### config.mk
export PLATFORM = sky130hd
export DESIGN_NAME = fsq_fetch_seq
export DESIGN_NICKNAME = d
export VERILOG_FILES = /design/src/pkg/fsq_pkg.sv /design/src/rtl/fsq_fetch_seq.sv /design/src/rtl/fsq_stack_mem.sv
export VERILOG_INCLUDE_DIRS = /design/src /design/src/pkg
export SDC_FILE = /design/constraint.sdc
export NUM_CORES = 1
export LEC_CHECK = 0
export ABC_CLOCK_PERIOD_IN_PS = 4100
export BUFFER_PORTS_ARGS = -buffer_cell sky130_fd_sc_hd__buf_2
export CORE_MARGIN = 4
export CORE_UTILIZATION = 60
export DETAILED_ROUTE_END_ITERATION = 8
export GPL_TIMING_DRIVEN = 0
export PLACE_DENSITY = 0.86
export SKIP_CTS_REPAIR_TIMING = 1
export SYNTH_ARGS = -nofsm -noshare
export SYNTH_HDL_FRONTEND = slang
export SYNTH_SLANG_ARGS = --single-unit
export TNS_END_PERCENT = 1
### constraint.sdc
create_clock -name clk -period 4.1 [get_ports clk]
set_input_delay 0.82 -clock clk [delete_from_list [all_inputs] [get_ports clk]]
set_output_delay 0.82 -clock clk [all_outputs]
set_load 0.005 [all_outputs]
### src/pkg/fsq_regs.svh
`ifndef FSQ_REGS_SVH
`define FSQ_REGS_SVH
// Phase count per instruction cycle and its last index
`define FSQ_PHASES       4
`define FSQ_PHASE_LAST   2'h3
// Program counter layout: low byte, high part, page size
`define FSQ_PCL_W        8
`define FSQ_PCH_W        5
`define FSQ_PAGE_SIZE    256
// Return stack depth and reset vector
`define FSQ_STACK_DEPTH  12
`define FSQ_RESET_VECTOR 15'h0000
`define FSQ_IRQ_VECTOR   15'h0004
`endif

### src/pkg/fsq_pkg.sv
package fsq_pkg;
  // Instruction cycle phases, one system clock each
  typedef enum logic [1:0]
  {
    FSQ_PH_FETCH = 2'h0,
    FSQ_PH_DEC   = 2'h1,
    FSQ_PH_EXEC  = 2'h2,
    FSQ_PH_WB    = 2'h3
  } fsq_phase_t;
  // Program flow request presented by the decoder during execution
  typedef enum logic [2:0]
  {
    FSQ_OP_SEQ    = 3'h0,
    FSQ_OP_JUMP   = 3'h1,
    FSQ_OP_CALL   = 3'h2,
    FSQ_OP_RET    = 3'h3,
    FSQ_OP_INTERRUPT_RETURN   = 3'h4,
    FSQ_OP_SKIP   = 3'h5,
    FSQ_OP_PCLWR  = 3'h6
  } fsq_op_t;
endpackage

### src/rtl/fsq_fetch_seq.sv
`timescale 1ns/1ns
`include "fsq_regs.svh"
module fsq_fetch_seq #(
  parameter int BANK_BITS = 2,
  parameter int DEPTH     = `FSQ_STACK_DEPTH
) (
  input  wire logic                  clk,
  input  wire logic                  rst,
  input  wire logic [15:0]           instrData,
  input  wire fsq_pkg::fsq_op_t      flowOp,
  input  wire logic                  skipTaken,
  input  wire logic [12:0]           branchTarget,
  input  wire logic [7:0]            pcLowWrData,
  input  wire logic [BANK_BITS-1:0]  bankPointer,
  input  wire logic                  irqPending,
  output logic [12+BANK_BITS:0]      fetchAddr,
  output logic                       fetchStrobe,
  output logic [15:0]                execInstr,
  output logic                       execValid,
  output logic [1:0]                 cyclePhases,
  output logic                       cycleStart,
  output logic [7:0]                 pcLowByte,
  output logic                       irqAck,
  output logic                       stackFull
);
  localparam int PCW = 13 + BANK_BITS;
  localparam int SPW = 4;

  initial
  begin
    // The bank field is concatenated into the PC, so it cannot be empty
    if (BANK_BITS < 1 || BANK_BITS > 2)
      $error("fsq_fetch_seq: BANK_BITS must be 1 to 2");
    // The fill level must be able to count up to DEPTH itself
    if (DEPTH < 2 || DEPTH >= (1 << SPW))
      $error("fsq_fetch_seq: DEPTH out of range");
  end

  fsq_pkg::fsq_phase_t phase_q;
  logic [PCW-1:0]      pc_q;
  logic [PCW-1:0]      pc_d;
  logic [15:0]         prefetch_q;
  logic                dummy_q;
  logic [SPW-1:0]      sp_q;
  logic [SPW-1:0]      level_q;
  logic [PCW-1:0]      stackRd;
  logic                lastPhase;
  logic                doPush;
  logic                doPop;
  logic                takeIrq;
  logic                isBranch;
  logic [SPW-1:0]      spNext;
  logic [SPW-1:0]      spPrev;

  assign lastPhase = (phase_q == fsq_pkg::FSQ_PH_WB);
  // Interrupt only taken when a stack level is free
  assign takeIrq   = irqPending && !dummy_q && (level_q < DEPTH[SPW-1:0]);
  assign isBranch  = !dummy_q && (flowOp inside {fsq_pkg::FSQ_OP_JUMP, fsq_pkg::FSQ_OP_CALL,
                     fsq_pkg::FSQ_OP_RET, fsq_pkg::FSQ_OP_INTERRUPT_RETURN, fsq_pkg::FSQ_OP_PCLWR});
  assign doPush    = lastPhase && (takeIrq || (!dummy_q && flowOp == fsq_pkg::FSQ_OP_CALL));
  assign doPop     = lastPhase && !takeIrq && !dummy_q &&
                     (flowOp == fsq_pkg::FSQ_OP_RET || flowOp == fsq_pkg::FSQ_OP_INTERRUPT_RETURN);
  // Circular pointer arithmetic so overflow wraps onto the oldest entry
  assign spNext = (sp_q == SPW'(DEPTH - 1)) ? '0 : sp_q + 1'b1;
  assign spPrev = (sp_q == '0) ? SPW'(DEPTH - 1) : sp_q - 1'b1;

  // Four-phase sequencer, one phase per system clock
  always_ff @(posedge clk)
  begin
    if (rst)
      phase_q <= fsq_pkg::FSQ_PH_FETCH;
    else
      phase_q <= fsq_pkg::fsq_phase_t'(phase_q + 2'h1);
  end

  // Next program counter chosen at the end of each instruction cycle
  // A dummy cycle holds the PC so the new target is fetched again and executed
  always_comb
  begin
    pc_d = pc_q + 1'b1;
    if (takeIrq)
      pc_d = PCW'(`FSQ_IRQ_VECTOR);
    else if (dummy_q)
      pc_d = pc_q;
    else
    begin
      case (flowOp)
        fsq_pkg::FSQ_OP_JUMP,
        fsq_pkg::FSQ_OP_CALL:  pc_d = {bankPointer, branchTarget};
        fsq_pkg::FSQ_OP_RET,
        fsq_pkg::FSQ_OP_INTERRUPT_RETURN:  pc_d = stackRd;
        fsq_pkg::FSQ_OP_PCLWR: pc_d = {pc_q[PCW-1:8], pcLowWrData};
        // A taken skip steps over the following word
        fsq_pkg::FSQ_OP_SKIP:  pc_d = skipTaken ? pc_q + 2'h2 : pc_q + 1'b1;
        default:               pc_d = pc_q + 1'b1;
      endcase
    end
  end

  // Program counter; reset loads the reset vector
  always_ff @(posedge clk)
  begin
    if (rst)
      pc_q <= PCW'(`FSQ_RESET_VECTOR);
    else if (lastPhase)
      pc_q <= pc_d;
  end

  // Dummy cycle after branch, PC write or taken skip replaces the stale prefetch
  always_ff @(posedge clk)
  begin
    if (rst)
      dummy_q <= 1'b1;
    else if (lastPhase)
      dummy_q <= takeIrq || isBranch ||
                 (!dummy_q && flowOp == fsq_pkg::FSQ_OP_SKIP && skipTaken);
  end

  // Stack pointer and fill level; reset points at the top
  always_ff @(posedge clk)
  begin
    if (rst)
    begin
      sp_q    <= '0;
      level_q <= '0;
    end
    else if (doPush)
    begin
      sp_q    <= spNext;
      if (level_q < DEPTH[SPW-1:0])
        level_q <= level_q + 1'b1;
    end
    else if (doPop)
    begin
      sp_q    <= spPrev;
      if (level_q != '0)
        level_q <= level_q - 1'b1;
    end
  end

  // Stack storage, hidden from software
  fsq_stack_mem #(.W(PCW), .DEPTH(DEPTH), .AW(SPW)) u_stack (
    .clk    (clk),
    .wrEn   (doPush),
    .wrAddr (sp_q),
    // A call saves the address after itself; an interrupt saves the discarded one
    .wrData (takeIrq ? pc_q : pc_q + 1'b1),
    .rdAddr (spPrev),
    .rdData (stackRd)
  );

  // Fetch request at phase one; data captured at the end of the phase
  always_ff @(posedge clk)
  begin
    if (rst)
    begin
      fetchAddr   <= '0;
      fetchStrobe <= 1'b0;
      prefetch_q  <= '0;
    end
    else
    begin
      fetchStrobe <= lastPhase;
      if (lastPhase)
        fetchAddr <= pc_d;
      if (phase_q == fsq_pkg::FSQ_PH_FETCH)
        prefetch_q <= instrData;
    end
  end

  // Execution view and status outputs
  always_ff @(posedge clk)
  begin
    if (rst)
    begin
      execInstr   <= '0;
      execValid   <= 1'b0;
      cyclePhases <= 2'h0;
      cycleStart  <= 1'b0;
      pcLowByte   <= 8'h00;
      irqAck      <= 1'b0;
      stackFull   <= 1'b0;
    end
    else
    begin
      cyclePhases <= phase_q + 2'h1;
      cycleStart  <= lastPhase;
      if (phase_q == fsq_pkg::FSQ_PH_FETCH)
      begin
        execInstr <= instrData;
        execValid <= !dummy_q;
      end
      pcLowByte <= pc_q[7:0];
      irqAck    <= doPush && takeIrq;
      stackFull <= (level_q == DEPTH[SPW-1:0]);
    end
  end
endmodule // fsq_fetch_seq

### src/rtl/fsq_stack_mem.sv
`timescale 1ns/1ns
// Return stack storage; circular so an overflowing push overwrites the oldest entry
module fsq_stack_mem #(
  parameter int W     = 15,
  parameter int DEPTH = 12,
  parameter int AW    = 4
) (
  input  wire logic          clk,
  input  wire logic          wrEn,
  input  wire logic [AW-1:0] wrAddr,
  input  wire logic [W-1:0]  wrData,
  input  wire logic [AW-1:0] rdAddr,
  output logic      [W-1:0]  rdData
);
  logic [W-1:0] mem [DEPTH];

  initial
  begin
    if (DEPTH > (1 << AW))
      $error("fsq_stack_mem: DEPTH exceeds address range");
  end

  // Write port
  always_ff @(posedge clk)
  begin
    if (wrEn)
      mem[wrAddr] <= wrData;
  end

  // Registered read
  always_ff @(posedge clk)
  begin
    rdData <= mem[rdAddr];
  end
endmodule // fsq_stack_mem

---- Word level (Yosys, flattened, before mapping) ----
Memory sizes are Yosys's and may differ from the RTL's. A register that Yosys moved wholly into a read port is not among the register bits.
Cells that the tools add are included.
storage, ports and cells
  flip-flop bits (word level) ............. 54
  bits in writable memories ............... 180
  input port bits ......................... 46
  output and inout bits ................... 46
  word-level logic and storage cells ...... 76
  memories kept ........................... 1
operators by class
  add/sub/neg operators ................... 7
  $lt $le $gt $ge ......................... 1
  equal/unequal tests ..................... 12
  multiplexer cells ....................... 15
  reduce and logical (&&, ||, !) cells .... 28
memory list
  memory       words  bits a word  rd ports  clocked after memory_dff  wr ports  line                 source
  u_stack.mem  12     15           1         1                         1         fsq_stack_mem.sv:15  logic [W-1:0] mem [DEPTH];
operator list
  kind                   number
  $mux 15                4
  $pmux 15 s4            1
  $mux 4                 8
  $add 15x1->15 const B  1
  $add 15x2->15 const B  1
  $logic_and 1x1->1      11
  $eq 3x3->1 const B     3
  $add 4x1->4 const B    2
  $eq 4x4->1 const B     2
  $sub 4x1->4 const B    2
  $eq 3x2->1 const B     2
  $reduce_and 3->1       2
  $reduce_bool 5->1      1
  $logic_not 4->1        1
  $logic_or 1x1->1       4
  $lt 4x4->1 const B     1
  $ne 2x1->1 const B     2
  $reduce_bool 2->1      2
  $reduce_bool 4->1      1
  $reduce_or 2->1        2
  $eq 3x1->1 const B     1
  $add 2x1->2 const B    1
  $eq 2x2->1 const B     1
  $logic_not 1->1        2
  other kinds (4)        5

---- Depth between registers and ports, before layout ----
Gate-level depths: netlist of the first run.
  depth in word-level cells ............... 9
  depth in mapped cells ................... 11

---- By module ----
Synthesis of the first run repeated with hierarchy kept, for this count alone.
second synthesis, totals
  cells, all modules ...................... 789
  area, all modules ....................... 10914.2 µm²
by module, submodules not included
  module         times used  cells an instance  area an instance (µm²)
  fsq_stack_mem  1           321                7141.8
  fsq_fetch_seq  1           468                3772.4

---- Least setup slack after synthesis of the first run ----
Ideal clock, no wire load.
  kind .................................... input to register
  start point ............................. input flowOp[0]
  end point ............................... memory u_stack.mem[7][0], enable pin
  arrival time ............................ 2995 ps
  required time ........................... 3674 ps
  slack ................................... 679 ps
  stages .................................. 4
  cells stage by stage .................... or3b_4 > a21oi_4 > inv_2 > nor4_1
on the way
  cells in the longest elaborated chain, start to end .. 6
ends and longest elaborated chain
  item                          line                 source
  start: declaration            fsq_fetch_seq.sv:10  input wire fsq_pkg::fsq_op_t flowOp,
  $eq 3x2->1                    fsq_fetch_seq.sv:60  assign doPush = lastPhase && (takeIrq || (!dummy_q && flowOp == fsq_pkg::FSQ_OP_CALL));
  $logic_and 1x1->1             fsq_fetch_seq.sv:60
  $logic_or 1x1->1              fsq_fetch_seq.sv:60
  $logic_and 1x1->1             fsq_fetch_seq.sv:60
  $mux 1                        fsq_stack_mem.sv:26  if (wrEn)
  $mux 1 (implied by the code)  fsq_stack_mem.sv:27  mem[wrAddr] <= wrData;
  end: declaration              fsq_stack_mem.sv:15
No other way between the ends.

==> reports/results.txt, run 1 <==
Post-synthesis sequential area ratio -> 61.4%
Clk pin slew, worst setup/hold paths -> 0.07 ns
Die width -> 144 um
Clk pwr share -> 43.8%
Post-detailed-route count of antenna-violating nets -> 0
Switching pwr -> 1.11 mW
Row cnt -> 49
Arr. time, crit path -> 3.30 ns
Total power -> 5.17 mW
Residual DRC count -> 0
Status -> finished clean
Global-route wire length before repair -> 43400 um
Pins Over Slew Limit -> 0
Power Dens Cells -> 407 nW/um2
Detailed-route via count -> 7995
Final wirelength -> 28900 um
Synth Area per Inst -> 12.9 um2
Met3 routed WL -> 3590 um
Clock skew -> 0.0116 ns
Ys Warns -> 0
Hold worst-path end -> cyclePhases[0]
Final Cell Area -> 12700 um2
Layout cells sized above 1 -> 20.0%
Root Buffer -> clkbuf_16
I/O pin cnt -> 92
DR pass1 iterations -> 6
Comb pwr share -> 4.0%
Pre-CTS setup slack -> 0.680 ns
Via/cell ratio -> 6.49
Final setup fails -> 0
HP Class -> reg -> reg
Int Pwr -> 4.06 mW
Core Box Area -> 18000 um2
Slew HR -> 8.36%
Post-Syn Nets -> 915
Number of max-cap violations -> 0
CTS Sinks -> 249
DPL Wire Length -> 19800 um
Max Freq -> 322 MHz
CP required -> 4.29 ns
ANT cells -> 0
Startpoint types -> flip-flop
Area Growth Syn to Fin -> 14.8%
Die H -> 144 um
Count of cell types in the netlist -> 67
Gr usage total -> 27.6%
DP Area -> 11900 um2
Wirelength per Cell -> 23.5 um
DRT iter0 DRCs -> 1050
# nets final -> 1040
Met1 WL -> 10800 um
Final hold violations -> 0
Vias in the first global route -> 7730
RSZ-0062 raised after global routing -> false
Top_reg_cell synth -> edfxtp_1
R2R setup slack -> 0.99 ns
Seq cells post-synth -> 249
Initial antenna violation count -> 0
Worst-path maximum fanout -> 12
Crit. End Element -> flip-flop
Post-synth EDFFs -> 180
VDD IR max -> 379 uV
Largest net degree at the start of global routing -> 17
Area of the die -> 20700 um2
H-tree depth -> 1
Worst Slack Setup Final -> 0.995 ns
Final cycle utilization of the critical path -> 75.7%
P_leak -> 4.67 nW
Most frequent cell after synthesis -> edfxtp_1
Placer Congestion -> 1.03
CP Class -> reg -> reg
Syn Std Cell Area -> 11100 um2
WL met2 -> 13300 um
FF-to-FF path depth -> 6
Clock latency on the worst-skew pair -> 0.54 ns
Grt total ovfl -> 0
Crit Reg-Reg Startpoint -> fetchAddr[1]
Util after Layout -> 70.4%
Cell type with the highest aggregate area in the netlist -> edfxtp_1
CTS tree -> yes
Synth area leaders -> edfxtp_1 49%, dfxtp_1 12%, mux4_2 5.1%, mux2i_1 3.5%, nor2_1 2.0%
Worst Hold Depth -> 1
Net switching fraction of the power -> 21.4%
CTS Buffer Depth -> 3
Reg power frac -> 52.1%
TritonCTS buffer count -> 25
Synth top area share -> 48.9%
Worst hold margin -> 0.464 ns
Least-Margin Pin Slew -> 1.36 ns
Initial core utilization -> 61.3%
Clock period minus worst slack -> 3.11 ns
FF-to-FF End -> u_stack.mem[10][14]
Post-synth ARST share -> 0%
Top Metal Used -> met4
Top post-synthesis cells by count -> 180 x edfxtp_1, 69 x dfxtp_1, 58 x nor2_1, 52 x nand2_1, 44 x clkbuf_1
Gate Count Post-Synth -> 859
IO buf count -> 90
Hold_sp -> cyclePhases[0]
## power by group through the flow
stage          combinational, mW  sequential [mW]  clock, mW
2_1_floorplan              0.123             2.75          0
3_3_place_gp               0.201             2.75          0
3_5_place_dp               0.205             2.75          0
4_1_cts                    0.206             2.69       2.28
5_1_grt                    0.225             2.69       2.37
6_report                   0.209             2.69       2.26
## kinds of logic (layout without fill, tap and decap cells)
kind of cell | count (synthesis) | count (layout) | share of synthesized area (%)
AO/OA/AOI/OAI | 179 | 179 | 11.5
flip-flops | 249 | 249 | 61.4
XOR/XNOR | 32 | 32 | 2.54
buffers and inverters | 80 | 223 | 2.90
adder cells (fa/ha/maj) | 11 | 11 | 1.22
multiplexers | 76 | 76 | 9.88
AND/OR/NAND/NOR | 232 | 232 | 10.6
## through the flow
| stage | cells | TNS, ns |
|---|---|---|
| 2_1_floorplan | 859 | 0 |
| 3_3_place_gp | 1178 | -34.17 |
| 3_5_place_dp | 1186 | 0 |
| 4_1_cts | 1231 | 0 |
| 5_1_grt | 1231 | 0 |
| 6_report | 1231 | 0 |
## placed cells by master, fill, tap and decap left out, types with 25 or more instances in the layout
master / Yosys / layout
clkbuf_1: 44 / 47
buf_2: 7 / 97
edfxtp_1: 180 / 180
nand3_1: 32 / 32
nor2_1: 58 / 58
mux4_2: 25 / 25
a21oi_1: 26 / 26
nand2_1: 52 / 52
clkbuf_16: 0 / 25
mux2i_1: 39 / 39
dfxtp_1: 69 / 69
## per-layer routing
metal	global-route usage [%]	up-vias
met1	36.5	3802
met2	44.8	567
li1	-	3522
met5	0	-
met3	5.79	104
met4	11.7	0
## worst max path at each step
stage,start,to,cells after the start
after floorplan,flowOp[0],u_stack.mem[7][0],4
after global placement,flowOp[1],u_stack.mem[6][6],5
after detailed placement,irqPending,u_stack.mem[9][7],7
after CTS,sp_q[0],u_stack.rdData[5],9
after global routing,fetchAddr[1],u_stack.mem[2][10],6
final,fetchAddr[1],u_stack.mem[10][14],6
## layout make-up
type	instances	area, um2
fill	1218	5330
sequential	249	6790
inverter	18	67.6
timing repair buffer	98	514
tap	229	287
clock buffer	31	661
buffer	62	253
clock inverter	14	151
multi-input combinational	530	3970
## state kept, by name, summed over array words and instances (netlist names)
| signal | count |
|---|---|
| cyclePhases | 2 |
| cycleStart | 1 |
| dummy_q | 1 |
| execInstr | 16 |
| execValid | 1 |
| fetchAddr | 15 |
| irqAck | 1 |
| level_q | 4 |
| pcLowByte | 8 |
| sp_q | 4 |
| stackFull | 1 |
| u_stack.mem | 180 |
| u_stack.rdData | 15 |
## worst max-delay path: stages, from the launching register on
cell	delay [ns]
dfxtp_1	0.54
ha_1	0.31
nand3_1	0.34
nor2_1	0.27
o21ai_1	0.22
nor3_1	0.27
xor2_1	0.80
No activity file was read; power rests on OpenSTA's default activity.
==> inputs of run 2 (changes only) <==
--- a/config.mk
+++ b/config.mk
@@ -6,7 +6,7 @@
 export SDC_FILE = /design/constraint.sdc
 export NUM_CORES = 1
 export LEC_CHECK = 0
-export ABC_CLOCK_PERIOD_IN_PS = 4100
+export ABC_CLOCK_PERIOD_IN_PS = 2950
 export BUFFER_PORTS_ARGS = -buffer_cell sky130_fd_sc_hd__buf_2
 export CORE_MARGIN = 4
 export CORE_UTILIZATION = 60
==> constraint.sdc (replaced) <==
create_clock -name clk -period 2.95 [get_ports clk]
set_input_delay 0.59 -clock clk [delete_from_list [all_inputs] [get_ports clk]]
set_output_delay 0.59 -clock clk [all_outputs]
set_load 0.005 [all_outputs]
==> run 2 against run 1 <==
Compared with the run above: flip-flop and latch count unchanged; combinational power up 39%; cell count unchanged; global-route usage stayed put; die area unchanged; register-to-register slack got worse by 0.95 ns; non-clock buffer count unchanged; wire length is 1.1% higher; sequential share of layout area down 0.40 points; via count grew 0.58%; core utilization increased by 0.54 points; critical path type unchanged; highest routed layer unchanged.
==> reports/results.txt, run 2 (synthesized netlist as in run 1, its figures left out) <==
Layout cells sized above 1 -> 21.7% (was 20.0%)
P_leak -> 4.70 nW (was 4.67 nW)
Net switching fraction of the power -> 21.5% (was 21.4%)
IO buf count -> 90 (unchanged)
Crit. End Element -> flip-flop (unchanged)
H-tree depth -> 1 (unchanged)
Reg power frac -> 52.1% (about the same)
DP Area -> 11900 um2 (unchanged)
Placed cell count -> 1186 (unchanged)
Util after Layout -> 71.0% (was 70.4%)
Final hold violations -> 0 (unchanged)
Comb pwr share -> 4.0% (about the same)
RSZ-0062 raised after global routing -> true (was false)
CP required -> 3.20 ns (was 4.29 ns)
TritonCTS buffer count -> 25 (unchanged)
Initial core utilization -> 61.3% (unchanged)
DRT iter0 DRCs -> 1044 (was 1050)
Post-detailed-route count of antenna-violating nets -> 0 (unchanged)
Fin Setup TNS -> 0 ns (unchanged)
Placer Congestion -> 1.03 (unchanged)
Area Growth Syn to Fin -> 15.7% (was 14.8%)
Core Box Area -> 18000 um2 (unchanged)
Pins Over Slew Limit -> 0 (unchanged)
Most frequent cells in the layout -> 180 x edfxtp_1, 95 x buf_2, 68 x dfxtp_1 (was 180 x edfxtp_1, 97 x buf_2, 69 x dfxtp_1)
I/O pin cnt -> 92 (unchanged)
Slew HR -> 14.0% (was 8.36%)
Total power -> 7.19 mW (was 5.17 mW)
Clock latency on the worst-skew pair -> 0.54 ns (about the same)
Startpoint types -> flip-flop (unchanged)
Final setup fails -> 0 (unchanged)
HP Class -> in -> reg (was reg -> reg)
Worst hold margin -> 0.287 ns (was 0.464 ns)
Pre-CTS setup slack -> -0.240 ns (was 0.680 ns)
Commonest non-fill, non-tap cell in the layout -> edfxtp_1 (unchanged)
Area of the die -> 20700 um2 (unchanged)
Least-Margin Pin Slew -> 1.28 ns (was 1.36 ns)
Number of max-cap violations -> 0 (unchanged)
Power Dens Cells -> 562 nW/um2 (was 407 nW/um2)
Via/cell ratio -> 6.53 (was 6.49)
Gr usage total -> 27.6% (unchanged)
Max FFs per register -> 180 (unchanged)
FF-to-FF path depth -> 6 (unchanged)
Worst Slack Setup Final -> 0.0454 ns (was 0.995 ns)
ANT cells -> 0 (unchanged)
Root Buffer -> clkbuf_16 (unchanged)
Finished Layout Cells -> 1231 (unchanged)
DR pass1 iterations -> 6 (unchanged)
CP Class -> reg -> reg (unchanged)
Detailed-route via count -> 8041 (was 7995)
Largest net degree at the start of global routing -> 17 (unchanged)
Int Pwr -> 5.64 mW (was 4.06 mW)
Initial antenna violation count -> 0 (unchanged)
Final wirelength -> 29200 um (was 28900 um)
Residual DRC count -> 0 (unchanged)
Max Freq -> 344 MHz (was 322 MHz)
Top flop regs -> u_stack.mem: 180 flops, execInstr: 16 flops (unchanged)
Clk pin slew, worst setup/hold paths -> 0.07 ns (about the same)
Worst Hold Depth -> 3 (was 1)
Die width -> 144 um (unchanged)
Arr. time, crit path -> 3.15 ns (was 3.30 ns)
Clock skew -> 0.0131 ns (was 0.0116 ns)
Vias in the first global route -> 7730 (unchanged)
DPL Wire Length -> 19800 um (unchanged)
Clock period minus worst slack -> 2.90 ns (was 3.11 ns)
# nets final -> 1040 (unchanged)
Final Cell Area -> 12800 um2 (was 12700 um2)
Global-route wire length before repair -> 43400 um (unchanged)
CTS Sinks -> 249 (unchanged)
Row cnt -> 49 (unchanged)
VDD IR max -> 526 uV (was 379 uV)
Top reg by flops -> u_stack.mem (unchanged)
CTS Buffer Depth -> 3 (unchanged)
Die H -> 144 um (unchanged)
Clk pwr share -> 43.8% (about the same)
Grt total ovfl -> 0 (unchanged)
Switching pwr -> 1.54 mW (was 1.11 mW)
CTS tree -> yes (unchanged)
Worst-path maximum fanout -> 12 (unchanged)
Wirelength per Cell -> 23.7 um (was 23.5 um)
Final cycle utilization of the critical path -> 98.5% (was 75.7%)
Status -> finished clean (unchanged)
run 2: cell count changes in the layout (fill, tap and decap cells not counted):
cell      before  now
and3_1        10    5
and3_2         0    5
buf_2         97   95
clkbuf_4       0    2
dfxtp_1       69   68
dfxtp_2        0    1
mux2i_1       39   38
mux2i_2        0    1
nor3b_2        1    0
nor3b_4        0    1
xnor2_1       12    7
xnor2_2        0    5
xor2_1        20   15
xor2_2         0    5
run 2: per-layer routing:
layer  global-route usage, %  routed length, um  vias up
met2                    44.8              13500      563
li1                        -                  -     3531
met3                    5.79               3640      104
met4                    11.7               1290        0
met1                    36.5              10800     3843
met5                       0                  0        -
run 2: final timing paths:
check,from,end,slack (ns)
setup / recovery,fetchAddr[1],u_stack.mem[6][14],0.05
hold / removal,instrData[7],execInstr[7],0.29
setup reg to reg,fetchAddr[1],u_stack.mem[6][14],0.05
hold reg to reg,cyclePhases[0],cyclePhases[0],0.46
run 2: worst max-delay path, cell delays in order, from the launching register on:
cell,delay [ns]
dfxtp_1,0.55
ha_1,0.30
nand3_1,0.34
nor2_1,0.27
o21ai_1,0.24
nor3_1,0.36
xor2_2,0.55
run 2: cell type report:
type / count / area, um2
Clock buffer: 31 / 661
Clock inverter: 14 / 151
Multi-Input combinational cell: 530 / 4070
Tap cell: 229 / 287
Timing Repair Buffer: 98 / 514
Sequential cell: 249 / 6790
Buffer: 62 / 258
Fill cell: 1200 / 5230
Inverter: 18 / 67.6
run 2: power by group through the flow:
stage	clock network [mW]	logic (mW)	registers [mW]
global placement	0	0.279	3.82
global route	3.30	0.314	3.75
finish	3.15	0.291	3.74
floorplan	0	0.171	3.82
CTS	3.17	0.287	3.74
detailed placement	0	0.285	3.82
